===== config.mk =====
export PLATFORM = sky130hd
export DESIGN_NAME = rss_top
export DESIGN_NICKNAME = d
export VERILOG_FILES = /design/src/verilog/rss_pkg.sv /design/src/verilog/rss_debounce.sv /design/src/verilog/rss_top.sv
export SDC_FILE = /design/constraint.sdc
export NUM_CORES = 1
export LEC_CHECK = 0
export BUFFER_PORTS_ARGS = -buffer_cell sky130_fd_sc_hd__clkbuf_2
export CORE_UTILIZATION = 43
export DETAILED_ROUTE_END_ITERATION = 8
export GPL_TIMING_DRIVEN = 1
export PLACE_DENSITY = 0.7
export RECOVER_POWER = 100
export SETUP_SLACK_MARGIN = 0.05
export SLEW_MARGIN = 10
export SYNTH_ARGS = -nofsm -noshare
export SYNTH_HDL_FRONTEND = slang
export SYNTH_SLANG_ARGS = --single-unit

===== constraint.sdc =====
create_clock -name I_SYS_CLK -period 2.3 [get_ports I_SYS_CLK]
set_input_delay 0.46 -clock I_SYS_CLK [delete_from_list [all_inputs] [get_ports I_SYS_CLK]]
set_output_delay 0.46 -clock I_SYS_CLK [all_outputs]
set_load 0.01 [all_outputs]

===== src/verilog/rss_pkg.sv =====
// Package: constants for the run/stop sequence and source select block
package rss_pkg;
  // Source-select parameter codes (bit0: sequence, bit1: reference)
  localparam logic [1:0] SRC_SEL_KEYPAD_BOTH  = 2'h0;
  localparam logic [1:0] SRC_SEL_SEQ_TERM     = 2'h1;
  localparam logic [1:0] SRC_SEL_REF_TERM     = 2'h2;
  localparam logic [1:0] SRC_SEL_FACTORY      = 2'h3;
  localparam int         SRC_SEL_SEQ_BIT      = 0;
  localparam int         SRC_SEL_REF_BIT      = 1;
  // Debounce time and its cycle count at 100 MHz
  localparam int         CLK_FREQ_HZ          = 100_000_000;
  localparam int         DEBOUNCE_US          = 10;
  localparam int         DEBOUNCE_CYC         =
    (DEBOUNCE_US * (CLK_FREQ_HZ / 1_000_000));
  // Direction encoding
  localparam logic       DIR_FWD              = 1'h0;
  localparam logic       DIR_REV              = 1'h1;
  // Control state
  typedef enum logic [2:0]
  {
    ST_STOP  = 3'h1,
    ST_RUN   = 3'h2,
    ST_FAULT = 3'h4
  } rss_state_t;
endpackage


===== src/verilog/rss_debounce.sv =====
// Module: contact synchroniser and debouncer
`timescale 1ns/1ns
`default_nettype none
module rss_debounce #(
  parameter int CNT_MAX = 1000
) (
  input  wire logic i_clk,     // System clock
  input  wire logic i_rst_n,   // Synchronous-released reset
  input  wire logic i_raw,     // Raw contact level, 1 = closed
  output logic      o_clean    // Stable contact level
);
  localparam int CW = $clog2(CNT_MAX + 1);
  logic          s1_r;
  logic          s2_r;
  logic [CW-1:0] cnt_r;

  always_ff @(posedge i_clk or negedge i_rst_n)
  begin
    if (!i_rst_n)
    begin
      s1_r <= 1'h0;
      s2_r <= 1'h0;
    end
    else
    begin
      s1_r <= i_raw;
      s2_r <= s1_r;
    end
  end

  // Accept a new level only after it has held steady
  always_ff @(posedge i_clk or negedge i_rst_n)
  begin
    if (!i_rst_n)
    begin
      cnt_r   <= '0;
      o_clean <= 1'h0;
    end
    else if (s2_r == o_clean)
      cnt_r <= '0;
    else if (cnt_r == CW'(CNT_MAX - 1))
    begin
      cnt_r   <= '0;
      o_clean <= s2_r;
    end
    else
      cnt_r <= cnt_r + CW'(1);
  end
endmodule
`default_nettype wire


===== src/verilog/rss_top.sv =====
// Module: run/stop sequencing and speed reference source select
// Functional notes
// - With the keypad as sequence source, run key starts, stop key stops, direction key toggles direction.
// - With terminals as sequence source, commands come from the terminals in two-wire or three-wire form.
// - Sequence inputs are contact closures and a closed contact reads as active.
// - Two-wire mode runs only while a forward or reverse contact is held, direction from which one.
// - Two-wire mode resumes running at power return if a run contact is still closed.
// - Three-wire mode latches run on a run closure only while the stop contact is closed.
// - Three-wire mode clears the run latch on any opening of the stop contact.
// - Three-wire mode clears the run latch at once on power loss.
// - Three-wire mode takes direction from a maintained contact, closed meaning reverse.
// - With local reference the keypad speed value is the frequency reference.
// - Analog reference maps the digitized input linearly from zero to full speed.
// - Reference lamp is off for keypad reference and on for terminal reference.
// - Sequence lamp is off for keypad sequence and on for terminal sequence.
// - Factory reset sets both sources to the terminals, code 3.
// - Two-wire mode with both run contacts closed stops and flags an external fault.
`timescale 1ns/1ns
`default_nettype none
module rss_top #(
  parameter int REF_W        = 12,
  parameter int DEBOUNCE_CYC = rss_pkg::DEBOUNCE_CYC
) (
  input  wire logic             I_SYS_CLK,        // System clock
  input  wire logic             I_ARST_N,         // Async reset, power loss
  input  wire logic             I_FACTORY_RESET,  // Restore default sources
  input  wire logic             I_SRC_SEL_WE,     // Write source select
  input  wire logic [1:0]       I_SRC_SEL,        // Source select code
  input  wire logic             I_THREE_WIRE,     // 1 = three-wire control
  input  wire logic             I_KEY_RUN,        // Run key pulse
  input  wire logic             I_KEY_STOP,       // Stop key pulse
  input  wire logic             I_DIRECTION_KEY,  // Direction key pulse
  input  wire logic             I_TERM_FWD_RUN,   // Fwd run / 3W run contact
  input  wire logic             I_TERM_REV_RUN,   // Rev run / 3W stop contact
  input  wire logic             I_TERM_DIR,       // 3W direction contact
  input  wire logic [REF_W-1:0] I_KEYPAD_REF,     // Keypad speed value
  input  wire logic [REF_W-1:0] I_ANALOG_REF,     // Digitized analog ref
  output logic                  O_RUN,            // Motor run command
  output logic                  O_DIR,            // 1 = reverse
  output logic                  O_EXT_FAULT,      // External fault flag
  output logic [REF_W-1:0]      O_FREQ_REF,       // Frequency reference
  output logic [1:0]            O_SRC_SEL,        // Current source select
  output logic                  O_SEQ_SOURCE_LAMP,// Sequence source lamp
  output logic                  O_REF_SOURCE_LAMP // Reference source lamp
);
  // ------------------------------------------------------------------
  // Reset release
  // ------------------------------------------------------------------
  logic rst_s1_r;
  logic rst_n;
  always_ff @(posedge I_SYS_CLK or negedge I_ARST_N)
  begin
    if (!I_ARST_N)
    begin
      rst_s1_r <= 1'h0;
      rst_n    <= 1'h0;
    end
    else
    begin
      rst_s1_r <= 1'h1;
      rst_n    <= rst_s1_r;
    end
  end

  // ------------------------------------------------------------------
  // Contact conditioning
  // ------------------------------------------------------------------
  logic [2:0] raw_c;
  logic [2:0] clean_c;
  assign raw_c = {I_TERM_DIR, I_TERM_REV_RUN, I_TERM_FWD_RUN};
  genvar gi;
  generate
    for (gi = 0; gi < 3; gi++)
    begin : g_deb
      rss_debounce #(
        .CNT_MAX (DEBOUNCE_CYC)
      ) u_deb (
        .i_clk   (I_SYS_CLK),
        .i_rst_n (rst_n),
        .i_raw   (raw_c[gi]),
        .o_clean (clean_c[gi])
      );
    end
  endgenerate
  logic c_fwd;
  logic c_rev;
  logic c_dir;
  assign c_fwd = clean_c[0];
  assign c_rev = clean_c[1];
  assign c_dir = clean_c[2];
  logic c_fwd_d_r;
  always_ff @(posedge I_SYS_CLK or negedge rst_n)
  begin
    if (!rst_n)
      c_fwd_d_r <= 1'h0;
    else
      c_fwd_d_r <= c_fwd;
  end

  // ------------------------------------------------------------------
  // Source select
  // ------------------------------------------------------------------
  logic [1:0] src_r;
  always_ff @(posedge I_SYS_CLK or negedge rst_n)
  begin
    if (!rst_n)
      src_r <= rss_pkg::SRC_SEL_FACTORY;
    else if (I_FACTORY_RESET)
      src_r <= rss_pkg::SRC_SEL_FACTORY;
    else if (I_SRC_SEL_WE)
      src_r <= I_SRC_SEL;
  end
  logic seq_term;
  logic ref_term;
  assign seq_term = src_r[rss_pkg::SRC_SEL_SEQ_BIT];
  assign ref_term = src_r[rss_pkg::SRC_SEL_REF_BIT];

  // ------------------------------------------------------------------
  // Run control
  // ------------------------------------------------------------------
  rss_pkg::rss_state_t state_r;
  rss_pkg::rss_state_t state_nxt;
  logic                fault_nxt;
  always_comb
  begin
    state_nxt = state_r;
    fault_nxt = 1'h0;
    if (!seq_term)
    begin
      if (I_KEY_STOP)
        state_nxt = rss_pkg::ST_STOP;
      else if (I_KEY_RUN)
        state_nxt = rss_pkg::ST_RUN;
      else if (state_r == rss_pkg::ST_FAULT)
        state_nxt = rss_pkg::ST_STOP;
    end
    else if (!I_THREE_WIRE)
    begin
      // Level driven; also resumes at power return
      if (c_fwd && c_rev)
      begin
        state_nxt = rss_pkg::ST_FAULT;
        fault_nxt = 1'h1;
      end
      else if (c_fwd || c_rev)
        state_nxt = rss_pkg::ST_RUN;
      else
        state_nxt = rss_pkg::ST_STOP;
    end
    else
    begin
      if (!c_rev)
        state_nxt = rss_pkg::ST_STOP;
      else if (c_fwd && !c_fwd_d_r)
        state_nxt = rss_pkg::ST_RUN;
      else if (state_r == rss_pkg::ST_FAULT)
        state_nxt = rss_pkg::ST_STOP;
    end
  end
  // Reset clears the latch; a run contact still closed at power return latches run again once debounced
  always_ff @(posedge I_SYS_CLK or negedge rst_n)
  begin
    if (!rst_n)
      state_r <= rss_pkg::ST_STOP;
    else
      state_r <= state_nxt;
  end
  always_ff @(posedge I_SYS_CLK or negedge rst_n)
  begin
    if (!rst_n)
    begin
      O_RUN       <= 1'h0;
      O_EXT_FAULT <= 1'h0;
    end
    else
    begin
      O_RUN       <= (state_nxt == rss_pkg::ST_RUN);
      O_EXT_FAULT <= fault_nxt;
    end
  end

  // ------------------------------------------------------------------
  // Direction
  // ------------------------------------------------------------------
  logic key_dir_r;
  always_ff @(posedge I_SYS_CLK or negedge rst_n)
  begin
    if (!rst_n)
      key_dir_r <= rss_pkg::DIR_FWD;
    else if (!seq_term && I_DIRECTION_KEY)
      key_dir_r <= ~key_dir_r;
  end
  always_ff @(posedge I_SYS_CLK or negedge rst_n)
  begin
    if (!rst_n)
      O_DIR <= rss_pkg::DIR_FWD;
    else if (!seq_term)
      O_DIR <= (I_DIRECTION_KEY ? ~key_dir_r : key_dir_r);
    else if (I_THREE_WIRE)
      O_DIR <= c_dir ? rss_pkg::DIR_REV : rss_pkg::DIR_FWD;
    else if (c_rev && !c_fwd)
      O_DIR <= rss_pkg::DIR_REV;
    else if (c_fwd && !c_rev)
      O_DIR <= rss_pkg::DIR_FWD;
  end

  // ------------------------------------------------------------------
  // Reference and lamps
  // ------------------------------------------------------------------
  always_ff @(posedge I_SYS_CLK or negedge rst_n)
  begin
    if (!rst_n)
    begin
      O_FREQ_REF        <= '0;
      O_SRC_SEL         <= rss_pkg::SRC_SEL_FACTORY;
      // Lamps agree with the default source while held in reset
      O_SEQ_SOURCE_LAMP <=
        rss_pkg::SRC_SEL_FACTORY[rss_pkg::SRC_SEL_SEQ_BIT];
      O_REF_SOURCE_LAMP <=
        rss_pkg::SRC_SEL_FACTORY[rss_pkg::SRC_SEL_REF_BIT];
    end
    else
    begin
      // Analog code passes straight: 0 = zero, full scale = full speed
      O_FREQ_REF        <= ref_term ? I_ANALOG_REF
                                    : I_KEYPAD_REF;
      O_SRC_SEL         <= src_r;
      O_SEQ_SOURCE_LAMP <= seq_term;
      O_REF_SOURCE_LAMP <= ref_term;
    end
  end
endmodule
`default_nettype wire


==> results.py, run 1 <==
metrics = {
    "outcome": {
        "status": "finished, final reports clean",
    },
    "critical_path": {
        "cp-start-kind": "flop",
        "cp-end-kind": "flop",
        "critical_path_class": "flop to flop",
        "arrival_ns": 1.92,
        "crit_fanout": 9,
        "crit_required_ns": 2.52,
    },
    "floorplan": {
        "rows": 28,
        "die_w_um": 82.1,
        "chipHeight_um": 82.1,
        "pin_count": 56,
        "core_area_um2": 6060,
        "die-area_um2": 6740,
        "initial_core_util_pct": 45.5,
    },
    "routing": {
        "vias_per_cell": 4.83,
        "drt_wl_total_um": 4540,
        "vias": 1842,
        "drtAntennaViolNets": 0,
        "drtIter0Drc": 55,
        "wl_per_cell_um": 11.9,
        "drc": 0,
        "dr.pass1.iters": 4,
    },
    "synth": {
        "ys_types": 37,
        "syn_inst": 238,
        "async_flop_share_pct": 100,
        "synth_top_area_cell": "dfrtp_1",
        "syn_avg_cell_area_um2": 11.6,
        "synth_enable_flop_cells": 0,
        "syn_area_um2": 2760,
        "synth_ff_type": "dfrtp_1",
        "synth_most_common_cell": "dfrtp_1",
        "synth_top_area_share_pct": 54.4,
        "syn_nets": 281,
        "synth_common_cells": "60 x dfrtp_1, 38 x nor2_1, 19 x xnor2_1",
        "synth_seq_cells": 65,
        "synth-seq-area-share_pct": 59.2,
        "yosys_warnings": 0,
        "synth_area_leaders": "dfrtp_1 54%, xnor2_1 6.0%, mux2_2 5.7%, nor2_1 5.2%, dfstp_2 4.8%",
    },
    "clock_network": {
        "cts-htree-levels": 3,
        "cts_tree": "built",
        "cts.clk_slew.worst_paths_ns": 0.07,
        "cts_max_path_buffers": 2,
        "ctsResizeCount": 0,
        "clock_latency_ns": 0.33,
        "cts_made_buffers": 9,
        "cts_root_buf": "clkbuf_8",
        "cts_sinks": 65,
    },
    "flow_run": {
        "drv_cap": 0,
    },
    "sta": {
        "maxSlewHeadroom_pct": 62.9,
        "finalClockSkew_ns": 0.00695,
        "fin_tns_setup_ns": 0,
        "hold_viol_final": 0,
        "period_share_pct": 74.1,
        "drv_slew": 0,
        "finalSetupViolCount": 0,
        "tightest_slew_ns": 0.556,
        "period_minus_slack_ns": 1.70,
        "max_freq_mhz": 587,
        "rsz0062_at_grt": "no",
    },
    "global_routing": {
        "grtUsageTotal_pct": 16.0,
        "overflow": 0,
        "grt_pass1_vias": 1806,
        "grt_pass1_wl_um": 7890,
        "grt_max_degree": 52,
        "antenna_found_initial": 0,
    },
    "finish": {
        "register_area_um2": 1630,
        "fin_nets": 344,
        "area_growth_pct": 19.4,
        "drive_gt1_share_pct": 22.9,
        "instances_no_fill": 381,
        "fin_util_pct": 54.4,
        "nFillCells": 540,
        "antennaDiodeCount": 0,
        "multi_input_area_um2": 1050,
    },
    "power_and_ir_drop": {
        "ir_drop_uv": 442,
        "power.switching_fraction_pct": 23.7,
        "internal-power_uw": 1820,
        "p_leak_uw": 0.00147,
        "clock_power_share_pct": 40.0,
        "pwr-share-seq_pct": 52.3,
        "p_sw_uw": 566,
        "powerDensity_nw_per_um2": 724,
        "power_frac_comb_pct": 7.7,
    },
    "placement": {
        "gp_congestion": 0.851,
        "numPortBuffers": 55,
        "placed_cells": 364,
        "dp_hpwl_um": 3240,
    },
    "min_path": {
        "hold_path.class": "flop to async pin",
    },
}
==> layout by cell type, fill, tap and decap left out, drive strengths merged, types with 5 or more instances in the layout <==
master and n:
xor2 10, nand2 15, dfrtp 60, inv 11, xnor2 19, ha 6, clkbuf 66, nand3 8
nor3 8, nand4 5, dfstp 5, nor2 38, mux2 15
==> critical path, cell delays in order, from the launching register on <==
cell	delay, ns
dfrtp_1	0.40
ha_1	0.25
nand4bb_1	0.10
or4_1	0.47
nand2_1	0.28
nor2_1	0.09
==> power groups by stage <==
stage          logic [uW]  clock network, uW  registers [uW]
2_1_floorplan        90.7                  0            1280
3_3_place_gp          191                  0            1270
3_5_place_dp          192                  0            1270
4_1_cts               195                986            1250
5_1_grt               209               1040            1260
6_report              183                954            1250
==> state kept, by name, summed over array words and instances (netlist names), 2 cells and up <==
| register | cells |
|---|---|
| O_FREQ_REF | 12 |
| g_deb.u_deb.cnt_r | 30 |
| g_deb.u_deb.o_clean | 3 |
| g_deb.u_deb.s1_r | 3 |
| g_deb.u_deb.s2_r | 3 |
| src_r | 2 |
| state_r | 3 |
==> kinds of logic after synthesis <==
family / count (synthesis) / share of synthesized area, %
and+or+nand+nor: 91 / 16.0
DFF: 65 / 59.2
xor gates and xnor gates: 29 / 9.20
muxes: 18 / 7.34
buffers and inverters: 16 / 2.45
AOI/OAI and AO/OA: 12 / 2.95
adders and majority gates: 6 / 2.72
other: 1 / 0.136
==> stage by stage <==
| step | total power [uW] | hold slack (ns) | worst slack, ns | area (um^2) |
|---|---|---|---|---|
| final | 2390 | 0.226 | 0.597 | 3290 |
| after global routing | 2500 | 0.203 | 0.472 | 3290 |
| after CTS | 2430 | 0.166 | 0.666 | 3330 |
| after detailed placement | 1460 | 0.159 | 0.681 | 3120 |
| after global placement | 1460 | 0.161 | 0.719 | 3120 |
| after floorplan | 1380 | 0.164 | 0.365 | 2760 |
==> routing by layer <==
layer / up-vias / track usage [%] / wire (um)
li1: 915 / - / -
met1: 865 / 20.5 / 2140
met2: 58 / 23.6 / 2060
met3: 4 / 5.93 / 275
met4: 0 / 8.42 / 61
met5: - / 0 / 0
==> final timing paths <==
| path | start | to | cells past startpoint | slack (ns) |
|---|---|---|---|---|
| min in group I_SYS_CLK | I_TERM_REV_RUN | g_deb[1].u_deb.s1_r$_DFF_PN0_ | 1 | 0.23 |
| hold / removal | rst_n$_DFF_PN0_ | g_deb[2].u_deb.cnt_r[7]$_DFF_PN0_ | 0 | 0.23 |
| setup reg to reg | g_deb[2].u_deb.cnt_r[0]$_DFF_PN0_ | g_deb[2].u_deb.cnt_r[6]$_DFF_PN0_ | 5 | 0.60 |
| max in group asynchronous | rst_n$_DFF_PN0_ | src_r[1]$_DFFE_PN1P_ | 1 | 1.37 |
| setup / recovery | g_deb[2].u_deb.cnt_r[0]$_DFF_PN0_ | g_deb[2].u_deb.cnt_r[6]$_DFF_PN0_ | 5 | 0.60 |
| hold reg to reg | rst_n$_DFF_PN0_ | g_deb[2].u_deb.cnt_r[7]$_DFF_PN0_ | 0 | 0.23 |
==> final cells by class <==
type	count	share of cell area, %
Sequential cell	65	49.6
Timing Repair Buffer	57	8.51
Multi-Input combinational cell	157	31.9
Clock inverter	5	1.67
Clock buffer	11	4.29
Inverter	11	1.25
Tap cell	75	2.85
==> what timing repair did <==
action | in CTS | in global routing
hold endpoints to repair | 2 | 0
hold buffers | 1 | 0
setup buffers | 0 | 0
Power figures use the tool's default switching activity.
==> inputs of run 2 (changes only) <==
Clock period 2.3 ns to 1.8 ns, I/O delays scaled along.
==> run 2 against run 1 <==
Via count is 0.11% higher. Count of clock-buffer cells in the layout stayed put. Flip-flop and latch count stayed put. Sequential power is 27% higher. Die area stayed put. Register-to-register slack worse by 0.48 ns. Setup slack worse by 0.48 ns. Cell count stayed put. Global-route usage is 0.40 points higher. Design area is 1.3% higher. Combinational power is 29% higher. Maximum frequency is 1.0% higher. Largest cell class unchanged.
==> results.py, run 2 (synthesis results as in run 1) <==
metrics = {
    "routing": {
        "drc": 0,
        "drtIter0Drc": 71,
        "vias": 1844,
        "dr.pass1.iters": 4,
        "vias_per_cell": 4.84,
        "drt_wl_total_um": 4530,
        "drtAntennaViolNets": 0,
        "wl_per_cell_um": 11.9,
    },
    "finish": {
        "regMostFlops": "g_deb.u_deb.cnt_r",
        "area_growth_pct": 20.9,
        "mostFrequentLayoutCells": "59 x dfrtp_1, 38 x nor2_1, 35 x clkbuf_2",
        "nFillCells": 542,
        "largest_reg_flops": 30,
        "layout_commonest_cell": "dfrtp_1",
        "reg.largest.list": "g_deb.u_deb.cnt_r (30), O_FREQ_REF (12)",
        "fin_util_pct": 55.1,
        "design_area_um2": 3340,
        "fin_nets": 344,
        "antennaDiodeCount": 0,
        "drive_gt1_share_pct": 23.9,
    },
    "critical_path": {
        "critical_path_class": "flop to flop",
        "cp-start-kind": "flop",
        "crit_required_ns": 2.01,
        "cp-end-kind": "flop",
        "path_cells": "ha_1 -> nand4bb_1 -> or4_1 -> mux2_4",
        "worst-path-stages": 4,
        "path_buf_inv": 0,
        "crit_fanout": 4,
        "worstRegToRegCells": 4,
        "arrival_ns": 1.90,
        "crit_family": "simple AND/OR/NAND/NOR gates",
        "critPathMaxStageDelay_ns": 0.49,
        "critical_path.slowest_cell": "or4_1",
    },
    "sta": {
        "drv_slew": 0,
        "period_share_pct": 93.7,
        "rsz0062_at_grt": "no",
        "max_freq_mhz": 593,
        "fin_tns_setup_ns": 0,
        "finalClockSkew_ns": 0.00614,
        "finalSetupViolCount": 0,
        "tightest_slew_ns": 0.815,
        "hold_viol_final": 0,
        "maxSlewHeadroom_pct": 45.6,
        "period_minus_slack_ns": 1.69,
    },
    "floorplan": {
        "die_w_um": 82.1,
        "initial_core_util_pct": 45.5,
        "chipHeight_um": 82.1,
        "die-area_um2": 6740,
        "pin_count": 56,
        "rows": 28,
        "core_area_um2": 6060,
    },
    "power_and_ir_drop": {
        "powerDensity_nw_per_um2": 993,
        "p_leak_uw": 0.00149,
        "ir_drop_uv": 674,
    },
    "flow_run": {
        "drv_cap": 0,
    },
    "clock_network": {
        "cts_sinks": 65,
        "ctsResizeCount": 0,
        "cts-htree-levels": 3,
        "cts_made_buffers": 9,
        "clock_latency_ns": 0.33,
        "cts_tree": "built",
        "cts.clk_slew.worst_paths_ns": 0.07,
        "cts_root_buf": "clkbuf_8",
        "cts_max_path_buffers": 2,
    },
    "global_routing": {
        "grt_pass1_vias": 1865,
        "overflow": 0,
        "antenna_found_initial": 0,
        "grt_max_degree": 64,
        "grt_pass1_wl_um": 8020,
        "grtUsageTotal_pct": 16.4,
    },
    "placement": {
        "place_area_um2": 3120,
        "numPortBuffers": 55,
        "gp_congestion": 0.842,
        "dp_hpwl_um": 3190,
    },
    "outcome": {
        "status": "finished, final reports clean",
    },
    "min_path": {
        "worstHoldPathCells": 1,
        "hold_path.class": "primary input to flop",
    },
}
[run 2: routing by layer]
metal	GRT usage (%)	share of wire, %
met1	20.6	48
met2	24.7	44
met3	5.05	5.5
met4	10.0	2.4
met5	0	0
[run 2: what timing repair did]
item / in CTS / in global routing
hold buffers: 1 / 0
endpoints found under the setup margin: 0 / 0
endpoints found under the hold margin: 2 / 0
setup buffers: 0 / 0
[run 2: where the power goes]
part,internal (uW),leakage [uW],switching [uW]
clock,956,0.000120,532
sequential,1540,0.000829,50.4
combinational,112,0.000538,124
[run 2: metrics by stage]
step                power (uW)  instances  worst slack, ns  hold WS, ns
floorplan                 1760        238            0.264       0.0644
global placement          1860        364            0.209        0.148
detailed placement        1870        364            0.157        0.148
CTS                       3380        381            0.152        0.105
global route              3470        381           0.0565        0.103
finish                    3310        381            0.114        0.130
[run 2: worst paths after layout]
path,startpoint,end,slack (ns)
worst max-delay path,g_deb[2].u_deb.cnt_r[0]$_DFF_PN0_,g_deb[2].u_deb.o_clean$_DFFE_PN0P_,0.11
worst min-delay path,I_TERM_REV_RUN,g_deb[1].u_deb.s1_r$_DFF_PN0_,0.13
worst max register to register,g_deb[2].u_deb.cnt_r[0]$_DFF_PN0_,g_deb[2].u_deb.o_clean$_DFFE_PN0P_,0.11
worst min register to register,g_deb[2].u_deb.s1_r$_DFF_PN0_,g_deb[2].u_deb.s2_r$_DFF_PN0_,0.35
max in group asynchronous,rst_n$_DFF_PN0_,g_deb[0].u_deb.cnt_r[0]$_DFF_PN0_,0.81
min in group asynchronous,I_ARST_N,rst_s1_r$_DFF_PN0_,0.34
[run 2: area by class of cell]
class | count | area (um^2) | share of cell area, %
multi-input combinational | 157 | 1060 | 31.6
timing repair buffer | 57 | 268 | 8.02
inverter | 11 | 41.3 | 1.24
tap | 75 | 93.8 | 2.81
clock inverter | 5 | 103 | 3.07
sequential | 65 | 1630 | 49.0
clock buffer | 11 | 141 | 4.24
